### src/emt_pkg.sv
package emt_pkg;
	// Register file address map and page
	localparam logic [7:0] SFR_PAGE_EMT = 8'h00;
	localparam logic [7:0] ADDR_PAGE_CTL = 8'haa;
	localparam logic [7:0] ADDR_BUS_CFG = 8'hab;
	localparam logic [7:0] ADDR_TIMING = 8'haf;
	// Reset values
	localparam logic [7:0] RST_PAGE_CTL = 8'h00;
	localparam logic [7:0] RST_BUS_CFG = 8'h03;
	localparam logic [7:0] RST_TIMING = 8'hff;
	// Field layout of the timing register
	localparam int SETUP_LSB = 6;
	localparam int WIDTH_LSB = 2;
	localparam int HOLD_LSB = 0;
	// Field layout of the configuration register
	localparam int MODE_LSB = 2;
	localparam int LATCH_LSB = 0;
	// Writable bits
	localparam logic [7:0] PAGE_MASK = 8'h1f;
	localparam logic [7:0] CFG_MASK = 8'h0f;
	// Interface modes
	typedef enum logic [1:0] {
		MODE_INTERNAL = 2'h0,
		MODE_SPLIT_NOBANK = 2'h1,
		MODE_SPLIT_BANK = 2'h2,
		MODE_EXTERNAL = 2'h3
	} emt_mode_t;
	// Bus cycle phases
	typedef enum logic [5:0] {
		ST_IDLE = 6'h01,
		ST_ALE_HIGH = 6'h02,
		ST_ALE_LOW = 6'h04,
		ST_SETUP = 6'h08,
		ST_STROBE = 6'h10,
		ST_HOLD = 6'h20
	} emt_state_t;
	// Queued request: write, wide address, address, write data
	localparam int REQ_W = 26;
	localparam int FIFO_DEPTH = 8;
endpackage : emt_pkg

### src/emt_stream_if.sv
`timescale 1ns/100ps
`default_nettype none
interface emt_stream_if #(parameter int W = 8);
	logic [W-1:0] data;
	logic valid;
	logic ready;
	modport src (output data, output valid, input ready);
	modport snk (input data, input valid, output ready);
endinterface : emt_stream_if
`default_nettype wire

### src/emt_ctrl.sv
`timescale 1ns/100ps
`default_nettype none
// Notes on behaviour
// - Address stays stable for setup-field cycles (0 to 3) before a strobe is asserted.
// - A read or write strobe lasts the width field plus one cycles, 1 to 16.
// - Address and control stay held for hold-field cycles (0 to 3) after the strobe ends.
// - The timing register sits at 0xAF on page 0x0 with setup 7:6, width 5:2, hold 1:0.
// - In modes 01, 10 and 11 a wide-address move is a latch phase then a strobe phase.
// - In modes 01 and 11 a narrow-address move leaves the page value off the upper lines.
// - In mode 10 a narrow-address move puts the page value on the upper address lines.
// - Write data is driven from one to nineteen cycles before the write strobe ends.
// - Write data stays driven for the hold setting, zero to three cycles, after the strobe.
// - The mode field picks internal only, split without bank, split with bank or external.
// - The latch strobe stays high and then low for the latch field plus one cycles each.
// - In mode 10 narrow moves take the upper address byte from the page register; its top bits read 0.
module emt_ctrl #(
	parameter int DEPTH = emt_pkg::FIFO_DEPTH
) (
	input wire logic clk_sys,
	input wire logic arst_n,
	input wire logic [7:0] sfr_page,
	input wire logic [7:0] sfr_addr,
	input wire logic sfr_wr,
	input wire logic sfr_rd,
	input wire logic [7:0] sfr_wdata,
	output logic [7:0] sfr_rdata,
	input wire logic req_valid,
	output logic req_ready,
	input wire logic req_write,
	input wire logic req_wide,
	input wire logic [15:0] req_addr,
	input wire logic [7:0] req_wdata,
	output logic rsp_valid,
	output logic [7:0] rsp_rdata,
	output logic [7:0] addr_hi,
	output logic [7:0] ad_out,
	output logic ad_oe,
	input wire logic [7:0] ad_in,
	output logic ale,
	output logic rd_n,
	output logic wr_n
);
	emt_stream_if #(.W(emt_pkg::REQ_W)) in_if ();
	emt_stream_if #(.W(emt_pkg::REQ_W)) out_if ();

	emt_fifo #(.W(emt_pkg::REQ_W), .D(DEPTH)) u_fifo (
		.clk_sys(clk_sys),
		.arst_n(arst_n),
		.wr_side(in_if.snk),
		.rd_side(out_if.src)
	);

	assign in_if.valid = req_valid;
	assign in_if.data = {req_write, req_wide, req_addr, req_wdata};
	assign req_ready = in_if.ready;

	// Register file
	logic [7:0] timing_q, timing_d, cfg_q, cfg_d, page_q, page_d, rdata_q, rdata_d;
	logic sel_page;

	function automatic logic hit(input logic [7:0] a, input logic [7:0] pg, input logic [7:0] r);
		hit = (pg == emt_pkg::SFR_PAGE_EMT) && (a == r);
	endfunction : hit

	assign sel_page = hit(sfr_addr, sfr_page, emt_pkg::ADDR_PAGE_CTL);

	always_comb begin
		timing_d = timing_q;
		cfg_d = cfg_q;
		page_d = page_q;
		rdata_d = rdata_q;
		if (sfr_wr && hit(sfr_addr, sfr_page, emt_pkg::ADDR_TIMING)) begin
			timing_d = sfr_wdata;
		end
		if (sfr_wr && hit(sfr_addr, sfr_page, emt_pkg::ADDR_BUS_CFG)) begin
			cfg_d = sfr_wdata & emt_pkg::CFG_MASK;
		end
		if (sfr_wr && sel_page) begin
			page_d = sfr_wdata & emt_pkg::PAGE_MASK;
		end
		if (sfr_rd) begin
			if (hit(sfr_addr, sfr_page, emt_pkg::ADDR_TIMING)) begin
				rdata_d = timing_q;
			end else if (hit(sfr_addr, sfr_page, emt_pkg::ADDR_BUS_CFG)) begin
				rdata_d = cfg_q;
			end else if (sel_page) begin
				rdata_d = page_q;
			end else begin
				rdata_d = 8'h00;
			end
		end
	end

	always_ff @(posedge clk_sys or negedge arst_n) begin
		if (!arst_n) begin
			timing_q <= emt_pkg::RST_TIMING;
			cfg_q <= emt_pkg::RST_BUS_CFG;
			page_q <= emt_pkg::RST_PAGE_CTL;
			rdata_q <= 8'h00;
		end else begin
			timing_q <= timing_d;
			cfg_q <= cfg_d;
			page_q <= page_d;
			rdata_q <= rdata_d;
		end
	end

	assign sfr_rdata = rdata_q;

	// Field decode
	logic [1:0] f_setup, f_hold, f_latch;
	logic [3:0] f_width;
	emt_pkg::emt_mode_t mode;

	assign f_setup = timing_q[emt_pkg::SETUP_LSB +: 2];
	assign f_width = timing_q[emt_pkg::WIDTH_LSB +: 4];
	assign f_hold = timing_q[emt_pkg::HOLD_LSB +: 2];
	assign f_latch = cfg_q[emt_pkg::LATCH_LSB +: 2];
	assign mode = emt_pkg::emt_mode_t'(cfg_q[emt_pkg::MODE_LSB +: 2]);

	// Bus cycle sequencer
	emt_pkg::emt_state_t st_q, st_d;
	logic [3:0] cnt_q, cnt_d;
	logic cw_q, cw_d;
	logic [7:0] c_lo_q, c_lo_d, c_dat_q, c_dat_d;
	logic [7:0] hi_q, hi_d, ado_q, ado_d, rsp_dat_q, rsp_dat_d;
	logic oe_q, oe_d, ale_q, ale_d, rdn_q, rdn_d, wrn_q, wrn_d, rsp_q, rsp_d;
	logic last;

	assign last = (cnt_q == 4'h0);
	assign out_if.ready = (st_q == emt_pkg::ST_IDLE);

	always_comb begin
		st_d = st_q;
		cnt_d = cnt_q - 4'h1;
		cw_d = cw_q;
		c_lo_d = c_lo_q;
		c_dat_d = c_dat_q;
		hi_d = hi_q;
		rsp_d = 1'b0;
		rsp_dat_d = rsp_dat_q;
		unique case (st_q)
			emt_pkg::ST_IDLE: begin
				cnt_d = cnt_q;
				if (out_if.valid) begin
					if (mode == emt_pkg::MODE_INTERNAL) begin
						// No external bus: complete at once, reads return zero
						rsp_d = 1'b1;
						rsp_dat_d = 8'h00;
					end else begin
						cw_d = out_if.data[25];
						c_lo_d = out_if.data[15:8];
						c_dat_d = out_if.data[7:0];
						if (out_if.data[24]) begin
							hi_d = out_if.data[23:16];
						end else if (mode == emt_pkg::MODE_SPLIT_BANK) begin
							hi_d = page_q;
						end
						// Other modes keep the upper lines unchanged for narrow moves
						st_d = emt_pkg::ST_ALE_HIGH;
						cnt_d = {2'b00, f_latch};
					end
				end
			end
			emt_pkg::ST_ALE_HIGH: begin
				if (last) begin
					st_d = emt_pkg::ST_ALE_LOW;
					cnt_d = {2'b00, f_latch};
				end
			end
			emt_pkg::ST_ALE_LOW: begin
				if (last && f_setup != 2'b00) begin
					st_d = emt_pkg::ST_SETUP;
					cnt_d = {2'b00, f_setup - 2'b01};
				end else if (last) begin
					st_d = emt_pkg::ST_STROBE;
					cnt_d = f_width;
				end
			end
			emt_pkg::ST_SETUP: begin
				if (last) begin
					st_d = emt_pkg::ST_STROBE;
					cnt_d = f_width;
				end
			end
			emt_pkg::ST_STROBE: begin
				if (last) begin
					rsp_d = 1'b1;
					rsp_dat_d = cw_q ? 8'h00 : ad_in;
					if (f_hold != 2'b00) begin
						st_d = emt_pkg::ST_HOLD;
						cnt_d = {2'b00, f_hold - 2'b01};
					end else begin
						st_d = emt_pkg::ST_IDLE;
					end
				end
			end
			emt_pkg::ST_HOLD: begin
				if (last) begin
					st_d = emt_pkg::ST_IDLE;
				end
			end
			default: begin
				st_d = emt_pkg::ST_IDLE;
			end
		endcase
		// Pin values follow the phase being entered
		ale_d = (st_d == emt_pkg::ST_ALE_HIGH);
		rdn_d = !(st_d == emt_pkg::ST_STROBE && !cw_d);
		wrn_d = !(st_d == emt_pkg::ST_STROBE && cw_d);
		if (st_d == emt_pkg::ST_ALE_HIGH || st_d == emt_pkg::ST_ALE_LOW) begin
			oe_d = 1'b1;
			ado_d = c_lo_d;
		end else if (st_d != emt_pkg::ST_IDLE && cw_d) begin
			oe_d = 1'b1;
			ado_d = c_dat_d;
		end else begin
			oe_d = 1'b0;
			ado_d = ado_q;
		end
	end

	always_ff @(posedge clk_sys or negedge arst_n) begin
		if (!arst_n) begin
			st_q <= emt_pkg::ST_IDLE;
			cnt_q <= 4'h0;
			cw_q <= 1'b0;
			c_lo_q <= 8'h00;
			c_dat_q <= 8'h00;
			hi_q <= 8'h00;
			ado_q <= 8'h00;
			oe_q <= 1'b0;
			ale_q <= 1'b0;
			rdn_q <= 1'b1;
			wrn_q <= 1'b1;
			rsp_q <= 1'b0;
			rsp_dat_q <= 8'h00;
		end else begin
			st_q <= st_d;
			cnt_q <= cnt_d;
			cw_q <= cw_d;
			c_lo_q <= c_lo_d;
			c_dat_q <= c_dat_d;
			hi_q <= hi_d;
			ado_q <= ado_d;
			oe_q <= oe_d;
			ale_q <= ale_d;
			rdn_q <= rdn_d;
			wrn_q <= wrn_d;
			rsp_q <= rsp_d;
			rsp_dat_q <= rsp_dat_d;
		end
	end

	assign addr_hi = hi_q;
	assign ad_out = ado_q;
	assign ad_oe = oe_q;
	assign ale = ale_q;
	assign rd_n = rdn_q;
	assign wr_n = wrn_q;
	assign rsp_valid = rsp_q;
	assign rsp_rdata = rsp_dat_q;
endmodule : emt_ctrl
`default_nettype wire

### src/emt_fifo.sv
`timescale 1ns/100ps
`default_nettype none
module emt_fifo #(
	parameter int W = 8,
	parameter int D = 8
) (
	input wire logic clk_sys,
	input wire logic arst_n,
	emt_stream_if.snk wr_side,
	emt_stream_if.src rd_side
);
	localparam int AW = $clog2(D);
	localparam logic [AW:0] FULL_CNT = (AW+1)'(D);

	logic [W-1:0] mem_q [D];
	logic [AW-1:0] wptr_q, wptr_d, rptr_q, rptr_d;
	logic [AW:0] cnt_q, cnt_d;
	logic nfull_q, nfull_d;
	logic push, pop;

	function automatic logic [AW-1:0] bump(input logic [AW-1:0] p);
		bump = (p == AW'(D - 1)) ? '0 : p + AW'(1);
	endfunction : bump

	assign push = wr_side.valid && nfull_q;
	assign pop = rd_side.valid && rd_side.ready;
	assign wr_side.ready = nfull_q;
	assign rd_side.valid = (cnt_q != '0);
	assign rd_side.data = mem_q[rptr_q];

	always_comb begin
		wptr_d = push ? bump(wptr_q) : wptr_q;
		rptr_d = pop ? bump(rptr_q) : rptr_q;
		cnt_d = cnt_q + (AW+1)'(push) - (AW+1)'(pop);
		nfull_d = (cnt_d != FULL_CNT);
	end

	always_ff @(posedge clk_sys or negedge arst_n) begin
		if (!arst_n) begin
			wptr_q <= '0;
			rptr_q <= '0;
			cnt_q <= '0;
			nfull_q <= 1'b1;
		end else begin
			wptr_q <= wptr_d;
			rptr_q <= rptr_d;
			cnt_q <= cnt_d;
			nfull_q <= nfull_d;
		end
	end

	always_ff @(posedge clk_sys) begin
		if (push) begin
			mem_q[wptr_q] <= wr_side.data;
		end
	end
endmodule : emt_fifo
`default_nettype wire

### config.mk
export PLATFORM = sky130hd
export DESIGN_NAME = emt_ctrl
export DESIGN_NICKNAME = d
export VERILOG_FILES = /design/src/emt_pkg.sv /design/src/emt_stream_if.sv /design/src/emt_ctrl.sv /design/src/emt_fifo.sv
export SDC_FILE = /design/constraint.sdc
export NUM_CORES = 1
export LEC_CHECK = 0
export BUFFER_PORTS_ARGS = -buffer_cell sky130_fd_sc_hd__buf_2
export CAP_MARGIN = 10
export CORE_UTILIZATION = 55
export CTS_CLUSTER_DIAMETER = 150
export DETAILED_ROUTE_END_ITERATION = 12
export PLACE_DENSITY = 0.72
export RECOVER_POWER = 25
export SLEW_MARGIN = 20
export SYNTH_ARGS = -nofsm -noshare
export SYNTH_HDL_FRONTEND = slang
export SYNTH_SLANG_ARGS = --single-unit
### constraint.sdc
create_clock -name clk_sys -period 3.85 [get_ports clk_sys]
set_clock_uncertainty 0.2 [all_clocks]
set_input_delay 0.77 -clock clk_sys [delete_from_list [all_inputs] [get_ports clk_sys]]
set_output_delay 0.77 -clock clk_sys [all_outputs]
set_load 0.1 [all_outputs]
=== Word-level counts from Yosys, hierarchy flattened ===
Memories as Yosys holds them, arrays and structs flattened.
Index checks and enable logic that the tools add are counted.
W data, S select, Z words.

* Bits in registers: 92
* Bits in writable memories: 208
* Bits of input ports: 63
* Output and inout bits: 38
* Logic and storage cells: 127
* Memories: 1

* Add/subtract/negate cells: 7
* Equal/unequal tests: 21
* Muxes and demuxes: 48
* Bitwise logic cells: 1
* Reduce and logical (&&, ||, !) cells: 28

{| class="wikitable"
|+ Memory list
! name !! words !! width !! read ports !! clocked after memory_dff !! wr ports !! line !! text
|-
| u_fifo.mem_q || 8 || 26 || 1 || 0 || 1 || emt_fifo.sv:15 || <nowiki>logic [W-1:0] mem_q [D];</nowiki>
|}

{| class="wikitable"
|+ Operators by type and width
! operator !! number
|-
| $mux W8 || 15
|-
| $mux W6 || 8
|-
| $pmux W6 S6 || 1
|-
| $mux W4 || 7
|-
| $eq A8 B8 Y1 const B || 3
|-
| $pmux W4 S5 || 1
|-
| $pmux W8 S2 || 1
|-
| $eq A6 B2 Y1 const B || 2
|-
| $eq A6 B3 Y1 const B || 2
|-
| $eq A6 B5 Y1 const B || 2
|-
| $logic_and A1 B1 Y1 || 12
|-
| $mux W1 || 10
|-
| $mux W5 || 2
|-
| $reduce_bool A2 Y1 || 5
|-
| $logic_not A8 Y1 || 1
|-
| $reduce_and A4 Y1 || 2
|-
| $add A3 B1 Y3 const B || 2
|-
| $eq A3 B3 Y1 const B || 2
|-
| $eq A6 B1 Y1 const B || 1
|-
| $eq A6 B4 Y1 const B || 1
|-
| $eq A6 B6 Y1 const B || 1
|-
| $mux W3 || 2
|-
| $ne A2 B2 Y1 const B || 3
|-
| $ne A6 B1 Y1 const B || 1
|-
| other kinds (15) || 18
|}

=== Longest topological paths before layout ===
Gate-level depths: netlist of run 1.

* Depth in word-level cells: 8
* Gate-level depth with buffers: 11
* Gate-level depth less buffers: 11

=== Hierarchy ===
From an unflattened synthesis of run 1, not the netlist that was laid out.

* Cells, all modules: 734
* Area total of the unflattened synthesis: 12,557.0 um^2

{| class="wikitable"
|+ By module, submodules not included
! module !! times used !! cells each !! area an instance (um^2) !! seq. area each (um^2)
|-
| emt_fifo || 1 || 364 || 8,643.3 || 6,522.5
|-
| emt_ctrl || 1 || 370 || 3,913.8 || 2,043.2
|}

=== Least setup slack after synthesis of run 1 ===
Ideal clock, no wire load.

* Kind: reg-to-reg
* Start point: register u_fifo.nfull_q, in the netlist u_fifo.wr_side.ready
* End point: memory u_fifo.mem_q[0][0] (netlist bit), enable pin
* Library setup time: 442 ps
* Arrival time: 3,217 ps
* Required time: 3,208 ps
* Slack: -9 ps
* Cell stages (with the launch flop): 4
* Buffers on the path: 0
* Cell sequence: dfstp_2 > nand2_1 > or2_2 > nor3_1

* Longest elaborated chain between the ends: 3

{| class="wikitable"
|+ RTL lines
! item !! line !! text
|-
| start, declared || emt_fifo.sv:18 || <nowiki>logic nfull_q, nfull_d;</nowiki>
|-
| start signal, assigned || emt_fifo.sv:48 || <nowiki>nfull_q <= nfull_d;</nowiki>
|-
| $logic_and A1 B1 Y1 || emt_fifo.sv:25 || <nowiki>assign push = wr_side.valid && nfull_q;</nowiki>
|-
| $mux W1 || emt_fifo.sv:53 || <nowiki>if (push) begin</nowiki>
|-
| $mux W1 (not written as such) || emt_fifo.sv:54 || <nowiki>mem_q[wptr_q] <= wr_side.data;</nowiki>
|-
| end, declared || emt_fifo.sv:15 ||
|}

No other way between the ends.

=== Final worst setup path of run 1 ===
* Start point: register st_q[0]
* End point: register u_fifo.nfull_q, in the netlist u_fifo.wr_side.ready

* Longest elaborated chain between the ends: 4

{| class="wikitable"
|+ RTL lines
! item !! line !! text
|-
| start, declared || emt_ctrl.sv:122 || <nowiki>emt_pkg::emt_state_t st_q, st_d;</nowiki>
|-
| start signal, assigned || emt_ctrl.sv:225 || <nowiki>st_q <= emt_pkg::ST_IDLE;</nowiki>
|-
| start signal, assigned || emt_ctrl.sv:239 || <nowiki>st_q <= st_d;</nowiki>
|-
| $eq A6 B1 Y1 || emt_ctrl.sv:131 || <nowiki>assign out_if.ready = (st_q == emt_pkg::ST_IDLE);</nowiki>
|-
| $logic_and A1 B1 Y1 || emt_fifo.sv:26 || <nowiki>assign pop = rd_side.valid && rd_side.ready;</nowiki>
|-
| $sub A4 B1 Y4 || emt_fifo.sv:34 || <nowiki>cnt_d = cnt_q + (AW+1)'(push) - (AW+1)'(pop);</nowiki>
|-
| net u_fifo.cnt_d[1] || emt_fifo.sv:17 || <nowiki>logic [AW:0] cnt_q, cnt_d;</nowiki>
|-
| $ne A4 B4 Y1 || emt_fifo.sv:35 || <nowiki>nfull_d = (cnt_d != FULL_CNT);</nowiki>
|-
| net u_fifo.nfull_d || emt_fifo.sv:18 ||
|}

The timed path passes the listed nets, and every way through them passes these cells.
A chain may end at the register's enable or synchronous reset.

==> run metrics, run 1 <==
outcome=complete, no violations; Hold Buf Count CTS=0; Gate power share=a little under a quarter; slowest CP cell=dfstp_2; drt total wl=23730 um; Cell Chain, Critical Path=nor2b_1 > nand2_1 > nor2_1 > ha_1 > inv_1 > ha_1 > inv_1 > fa_1 > inv_1 > or4b_2; Initial Utilization=a little under three fifths; Reg clk slew, reported paths=around 60 ps; R2R setup slack=610 ps; EDFF count, synth=between 200 and 250; worst hold path class=input port to asynchronous set/reset pin; IO Pins=101; Max-slew headroom=around two fifths; Die Area=22710 sq um; Root Buffer=clkbuf_16; top cell type's share of synthesized area=between 50% and 60%; Worst-Margin Slew=just over 900 ps; delay-heaviest family, CP=simple AND/OR/NAND/NOR gates; initial drt markers=334; clk buf depth=3; CP max FO=12; Rows=between 50 and 60; layout cells sized above 1=29.53%; Startpoint Class=flop; Synth Register Bits=300; Seq/Total Area, Yosys=between 70% and 80%; Final period util=between 80% and 90%; Sink Count=300; worst r2r path cells=10; average cell area after synthesis=16.59 sq um; Internal=6.610 mW; setup violators final=0; Final Cell Area=about 14000 sq um; crit end category=flop; area delta synth->final=15.59%; Die Ht=between 150 and 200 um; Worst R2R Start=st_q[0]; Fin. Hold Viols=0; H-tree depth=1; Die Wd=between 150 and 200 um; Distinct cells, synth=between 50 and 60; cts bufs inserted=31; Core Area=approximately 22000 sq um; drt pass-1 iters=5; Power Density=about 650 nW/um^2; max_cap viols=0; Port Buffer Count=100; Placed Area=13070 sq um; switching share of power=27.25%; crit path from=st_q[0]; Pleak=approximately 5.3 nW; yosys warns=0; most frequent cells in the layout=208 x edfxtp_1, 76 x dfrtp_1, 75 x buf_2; Layout Nets=slightly above 900; vias per inst=5.792; post-synth net total=approximately 810; Post-DRT Antenna Nets=0; Setup TNS=0 ps; Post-CTS Resized=0; Psw=between 2 and 2.5 mW; fmax=308.2 MHz; CP bufs+invs=3; Remaining DRCs=0; Final Max Slew Viols=0; sequential power share=roughly 45%; Synth area leaders=edfxtp_1 51%, dfrtp_1 16%, mux4_2 9.6%, mux2_2 3.1%, dfstp_2 3.0%; setup slack after layout=around 600 ps; drt wl/cell=20.51 um; commonest non-fill, non-tap cell in the layout=edfxtp_1; Async S/R FF share, synth=about 30%; DP Wirelength=roughly 15000 um; Worst EP arrival=about 3500 ps; Worst R2R End=u_fifo.wr_side.ready; most used cell, CP=inv_1; clk_lat worst skew=approximately 570 ps; min cycle time layout=between 3000 and 4000 ps; kind of critical path=flop to flop; clock power share=32.4%; antenna violations before repair=2; VDD IR-drop max=between 300 and 400 uV; routability cong.=0.9572; Post-Syn Instances=between 700 and 800; required time worst endpoint=around 4000 ps; vias in the first global route=6747; Congestion Overflow GR=0; pre-CTS setup slack=630.5 ps; Post-synth top flop=edfxtp_1; Syn Std Cell Area=around 12000 sq um; leading area contributor after synthesis=edfxtp_1; RSZ-0062 raised after global routing=false; first-pass GRT wire length=between 30000 and 40000 um; CP max stage delay=approximately 630 ps; DR vias=6701; GRT Total Usage=roughly 21%; largest net degree at the start of global routing=a little over 70; Ant. Diodes=0; CTS tree=done; setup bufs post-CTS=0
==> layout make-up <==
cell class / count / area [sq um]
Multi-Input combinational cell: 379 / 3403
Sequential cell: 300 / 8568
Tap cell: 280 / 350.3
Fill cell: 1475 / 7696
Timing Repair Buffer: 121 / 643.1
Inverter: 20 / 75.07
Clock buffer: 42 / 857.1
Clock inverter: 15 / 162.7
==> logic make-up after synthesis <==
family | Yosys count | share of synthesized area, %
xor+xnor | 4 | 0.2881
mux | 118 | 15.40
simple gates | 153 | 6.193
compound gates | 92 | 4.516
buf+inv | 54 | 1.882
flops | 300 | 70.42
fa+ha+maj | 12 | 1.296
==> metrics by stage <==
stage | power, mW | hold slack [ps] | util (%) | std cells
after detailed placement | 6.241 | 270.9 | 60.06 | 1100
after CTS | 9.199 | 159.7 | 64.75 | 1157
final | 9.086 | 142.3 | 64.63 | 1157
after global routing | 9.483 | 206.9 | 64.63 | 1157
after global placement | 6.151 | 263.1 | 60.06 | 1100
after floorplan | 5.617 | 257.0 | - | 733
==> cells in the mapped netlist (6+ instances only) <==
| master | n |
|---|---|
| nor2_1 | 31 |
| nand2_1 | 68 |
| dfstp_2 | 14 |
| o21ai_0 | 27 |
| dfrtp_1 | 78 |
| inv_1 | 18 |
| clkbuf_1 | 17 |
| mux4_2 | 52 |
| nand2b_1 | 8 |
| o21ai_1 | 25 |
| buf_2 | 12 |
| ha_1 | 11 |
| a21oi_1 | 12 |
| mux2i_1 | 33 |
| edfxtp_1 | 208 |
| mux2_2 | 33 |
| nor3_1 | 6 |
==> registers in the layout (all words and copies together), names as in the netlist, 4 cells and up <==
| register | flops |
|---|---|
| u_fifo.mem_q | 208 |
| ad_out | 8 |
| addr_hi | 8 |
| c_dat_q | 8 |
| c_lo_q | 8 |
| rsp_rdata | 8 |
| sfr_rdata | 8 |
| timing_q | 8 |
| st_q | 6 |
| page_q | 5 |
| cfg_q | 4 |
| cnt_q | 4 |
| u_fifo.cnt_q | 4 |
==> worst max path at each step <==
stage / end / slack, ps / cells after the start
2_1_floorplan: u_fifo.mem_q[1][0] / 140 / 4
3_3_place_gp: u_fifo.wr_side.ready / 720 / 10
3_5_place_dp: u_fifo.wr_side.ready / 630 / 10
4_1_cts: u_fifo.wr_side.ready / 610 / 10
5_1_grt: u_fifo.wr_side.ready / 450 / 10
6_report: u_fifo.wr_side.ready / 610 / 10
==> routing by layer <==
layer | vias to the layer above | track usage, % | routed length [um]
met4 | 4 | 5.750 | 427
met2 | 193 | 37.86 | 12110
met5 | - | 0 | 27
met1 | 3406 | 27.45 | 9833
li1 | 3059 | - | -
met3 | 39 | 3.697 | 1339
==> power by group through the flow <==
| stage | sequential (mW) | clock, mW | combinational (mW) |
|---|---|---|---|
| 4_1_cts | 4.06 | 3.01 | 2.14 |
| 5_1_grt | 4.08 | 3.12 | 2.28 |
| 6_report | 4.06 | 2.95 | 2.08 |
| 2_1_floorplan | 4.06 | 0 | 1.55 |
| 3_5_place_dp | 4.12 | 0 | 2.12 |
| 3_3_place_gp | 4.08 | 0 | 2.07 |
Note: power is estimated with default switching activity, not from simulation.
==> run 2: changes to the inputs <==
--- a/config.mk
+++ b/config.mk
@@ -5,12 +5,13 @@
 export SDC_FILE = /design/constraint.sdc
 export NUM_CORES = 1
 export LEC_CHECK = 0
+export ABC_AREA = 1
 export BUFFER_PORTS_ARGS = -buffer_cell sky130_fd_sc_hd__buf_2
 export CAP_MARGIN = 10
-export CORE_UTILIZATION = 55
+export CORE_UTILIZATION = 54
 export CTS_CLUSTER_DIAMETER = 150
 export DETAILED_ROUTE_END_ITERATION = 12
-export PLACE_DENSITY = 0.72
+export PLACE_DENSITY = 0.74
 export RECOVER_POWER = 25
 export SLEW_MARGIN = 20
 export SYNTH_ARGS = -nofsm -noshare
==> constraint.sdc (replaced) <==
create_clock -name clk_sys -period 2.8 [get_ports clk_sys]
set_clock_uncertainty 0.2 [all_clocks]
set_input_delay 0.56 -clock clk_sys [delete_from_list [all_inputs] [get_ports clk_sys]]
set_output_delay 0.56 -clock clk_sys [all_outputs]
set_load 0.1 [all_outputs]
==> run metrics, run 2 <==
fmax=~380 MHz; Fin. Hold Viols=0; slowest CP cell=dfstp_2; Worst-Margin Slew=~550 ps; CTS tree=done; Reg clk slew, reported paths=about 60 ps; Port Buffer Count=100; GRT busiest layer=met2; Cell Chain, Critical Path=inv_1 > nor2_2 > nand3_4 > nor2_8 > ha_1 > inv_1 > ha_1 > inv_1 > fa_1 > inv_1 > nor3_1 > nand2_1; most frequent cells in the layout=458 x nand2_1, 208 x edfxtp_1, 131 x nand3_1; Startpoint Class=flop; crit path from=st_q[0]; DP Wirelength=about 17000 um; delay-heaviest family, CP=adder cells; drt wl/cell=~16 um; outcome=complete, no violations; most instantiated library cell after synthesis=nand2_1; routability cong.=just under 0.9; Seq/Total Area, Yosys=approximately two thirds; Max-slew headroom=between 60% and 70%; HP Start=ad_in[5]; Worst R2R Start=st_q[0]; drt pass-1 iters=5; Congestion Overflow GR=0; Crit path depth=12; Power Density=~890 nW/um^2; RSZ-0062 raised after global routing=false; initial drt markers=about 660; required time worst endpoint=between 3000 and 4000 ps; worst hold path class=input port to flop; Util after Layout=between 60% and 70%; CP max FO=6; area delta synth->final=14.81%; crit end category=flop; Post-DRT Antenna Nets=0; yosys warns=0; Sink Count=300; Synth top cells by count=458 x nand2_1, 208 x edfxtp_1, 131 x nand3_1; layout cells sized above 1=between 10% and 20%; CP bufs+invs=4; Die Wd=about 160 um; largest register by flop count=u_fifo.mem_q; multi-input logic area=3762 sq um; kind of critical path=flop to flop; Post-synth top flop=edfxtp_1; Remaining DRCs=0; first-pass GRT wire length=45170 um; leading area contributor after synthesis=edfxtp_1; Distinct cells, synth=42; worst hold margin=35.01 ps; H-tree depth=1; Hold Buf Count CTS=1; Core Area=approximately 24000 sq um; Die Area=24790 sq um; drt total wl=28380 um; most used cell, CP=inv_1; setup violators final=0; Worst EP arrival=around 2900 ps; average cell area after synthesis=10.01 sq um; setup bufs post-CTS=0; min cycle time layout=around 2700 ps; Final Max Slew Viols=0; Post-Syn Instances=about 1.3k; cts bufs inserted=30; Die Ht=approximately 160 um; CP max stage delay=530 ps; Tot Pwr=~13 mW; vias in the first global route=8634; GRT Total Usage=a little under a quarter; GR Layer Usage met2=a little under two fifths; vias per inst=~5.2; Post-CTS Resized=0; FF+latch area=about 8600 sq um; post-synth net total=roughly 1.4k; EDFF count, synth=208; Pleak=roughly 6.7 nW; clk_lat worst skew=roughly 550 ps; max_cap viols=0; Async S/R FF share, synth=a little under a third; Root Buffer=clkbuf_16; filler cell count in the final layout=1866; DR vias=roughly 9.2k; Initial Utilization=a little under three fifths; met3 Use GR=under 10%; Largest register FFs=208; Syn Std Cell Area=about 13000 sq um; Final period util=94.68%; largest net degree at the start of global routing=108; Synth Register Bits=300; clk buf depth=3; IO Pins=between 100 and 150; VDD IR-drop max=about 630 uV; Rows=56; worst r2r path cells=12; grt met1 use=32.96%; commonest non-fill, non-tap cell in the layout=nand2_1; top cell type's share of synthesized area=between 40% and 50%; antenna violations before repair=1; Hold Crit Depth=3; Layout Nets=1488; Synth area leaders=edfxtp_1 48%, dfrtp_1 15%, nand2_1 13%, nand3_1 5.0%, inv_1 3.5%
[run 2: cell types whose count changed after synthesis, sizes merged, moves of 8 or more]
cell    previous run  this run
nand2             68       467
nand3              5       132
inv               19       129
nor2              31        94
mux4              52         0
mux2              33         0
mux2i             33         0
buf               17        33
o22ai              1        17
o21ai             52        66
nand2b             8         0
[run 2: worst min-delay path, delay by kind of cell]
kind,cells,cell delay [ps]
and+or+nand+nor,2,110
buffers and inverters,1,80
[run 2: worst paths after layout]
path	end	slack, ps
max	u_fifo.wr_side.ready	150
min	rsp_rdata[5]	40
max reg2reg	u_fifo.wr_side.ready	150
min reg2reg	rsp_rdata[5]	270
max in group asynchronous	timing_q[6]	1340
min in group asynchronous	ad_out[3]	310
[run 2: kinds of logic after synthesis]
kind of cell	Yosys count	share of synthesized area (%)
AOI/OAI and AO/OA	105	4.545
and+or+nand+nor	705	22.66
DFF	300	65.64
xor gates and xnor gates	4	0.2685
adders and majority gates	12	1.208
buffers and inverters	178	5.676
[run 2: layout make-up]
class,count,area share (%)
Clock inverter,17,1.253
Multi-Input combinational cell,826,25.11
Antenna cell,1,0.01670
Tap cell,319,2.664
Clock buffer,38,5.353
Timing Repair Buffer,124,5.136
Sequential cell,300,57.18
Inverter,131,3.282
[run 2: layer usage]
layer | vias to the layer above | wire length, um
met2 | 308 | 13450
li1 | 4512 | -
met5 | - | 0
met1 | 4351 | 12450
met4 | 0 | 470
met3 | 39 | 2012
[run 2: where the power goes]
group          leakage [nW]  internal [mW]  switching, mW  total, mW
Clock                 0.476           2.38           1.61       4.00
Sequential             3.08           5.30          0.168       5.47
Combinational          3.11           1.16           2.63       3.80
[run 2: stage by stage]
stage	instances	TNS, ps	worst slack (ps)	area (sq um)
6_report	1756	0	149.0	14980
5_1_grt	1755	0	20.95	14980
4_1_cts	1755	0	145.8	15010
3_5_place_dp	1699	0	166.6	14010
3_3_place_gp	1699	0	248.2	14010
2_1_floorplan	1304	-22880	-148.3	13050
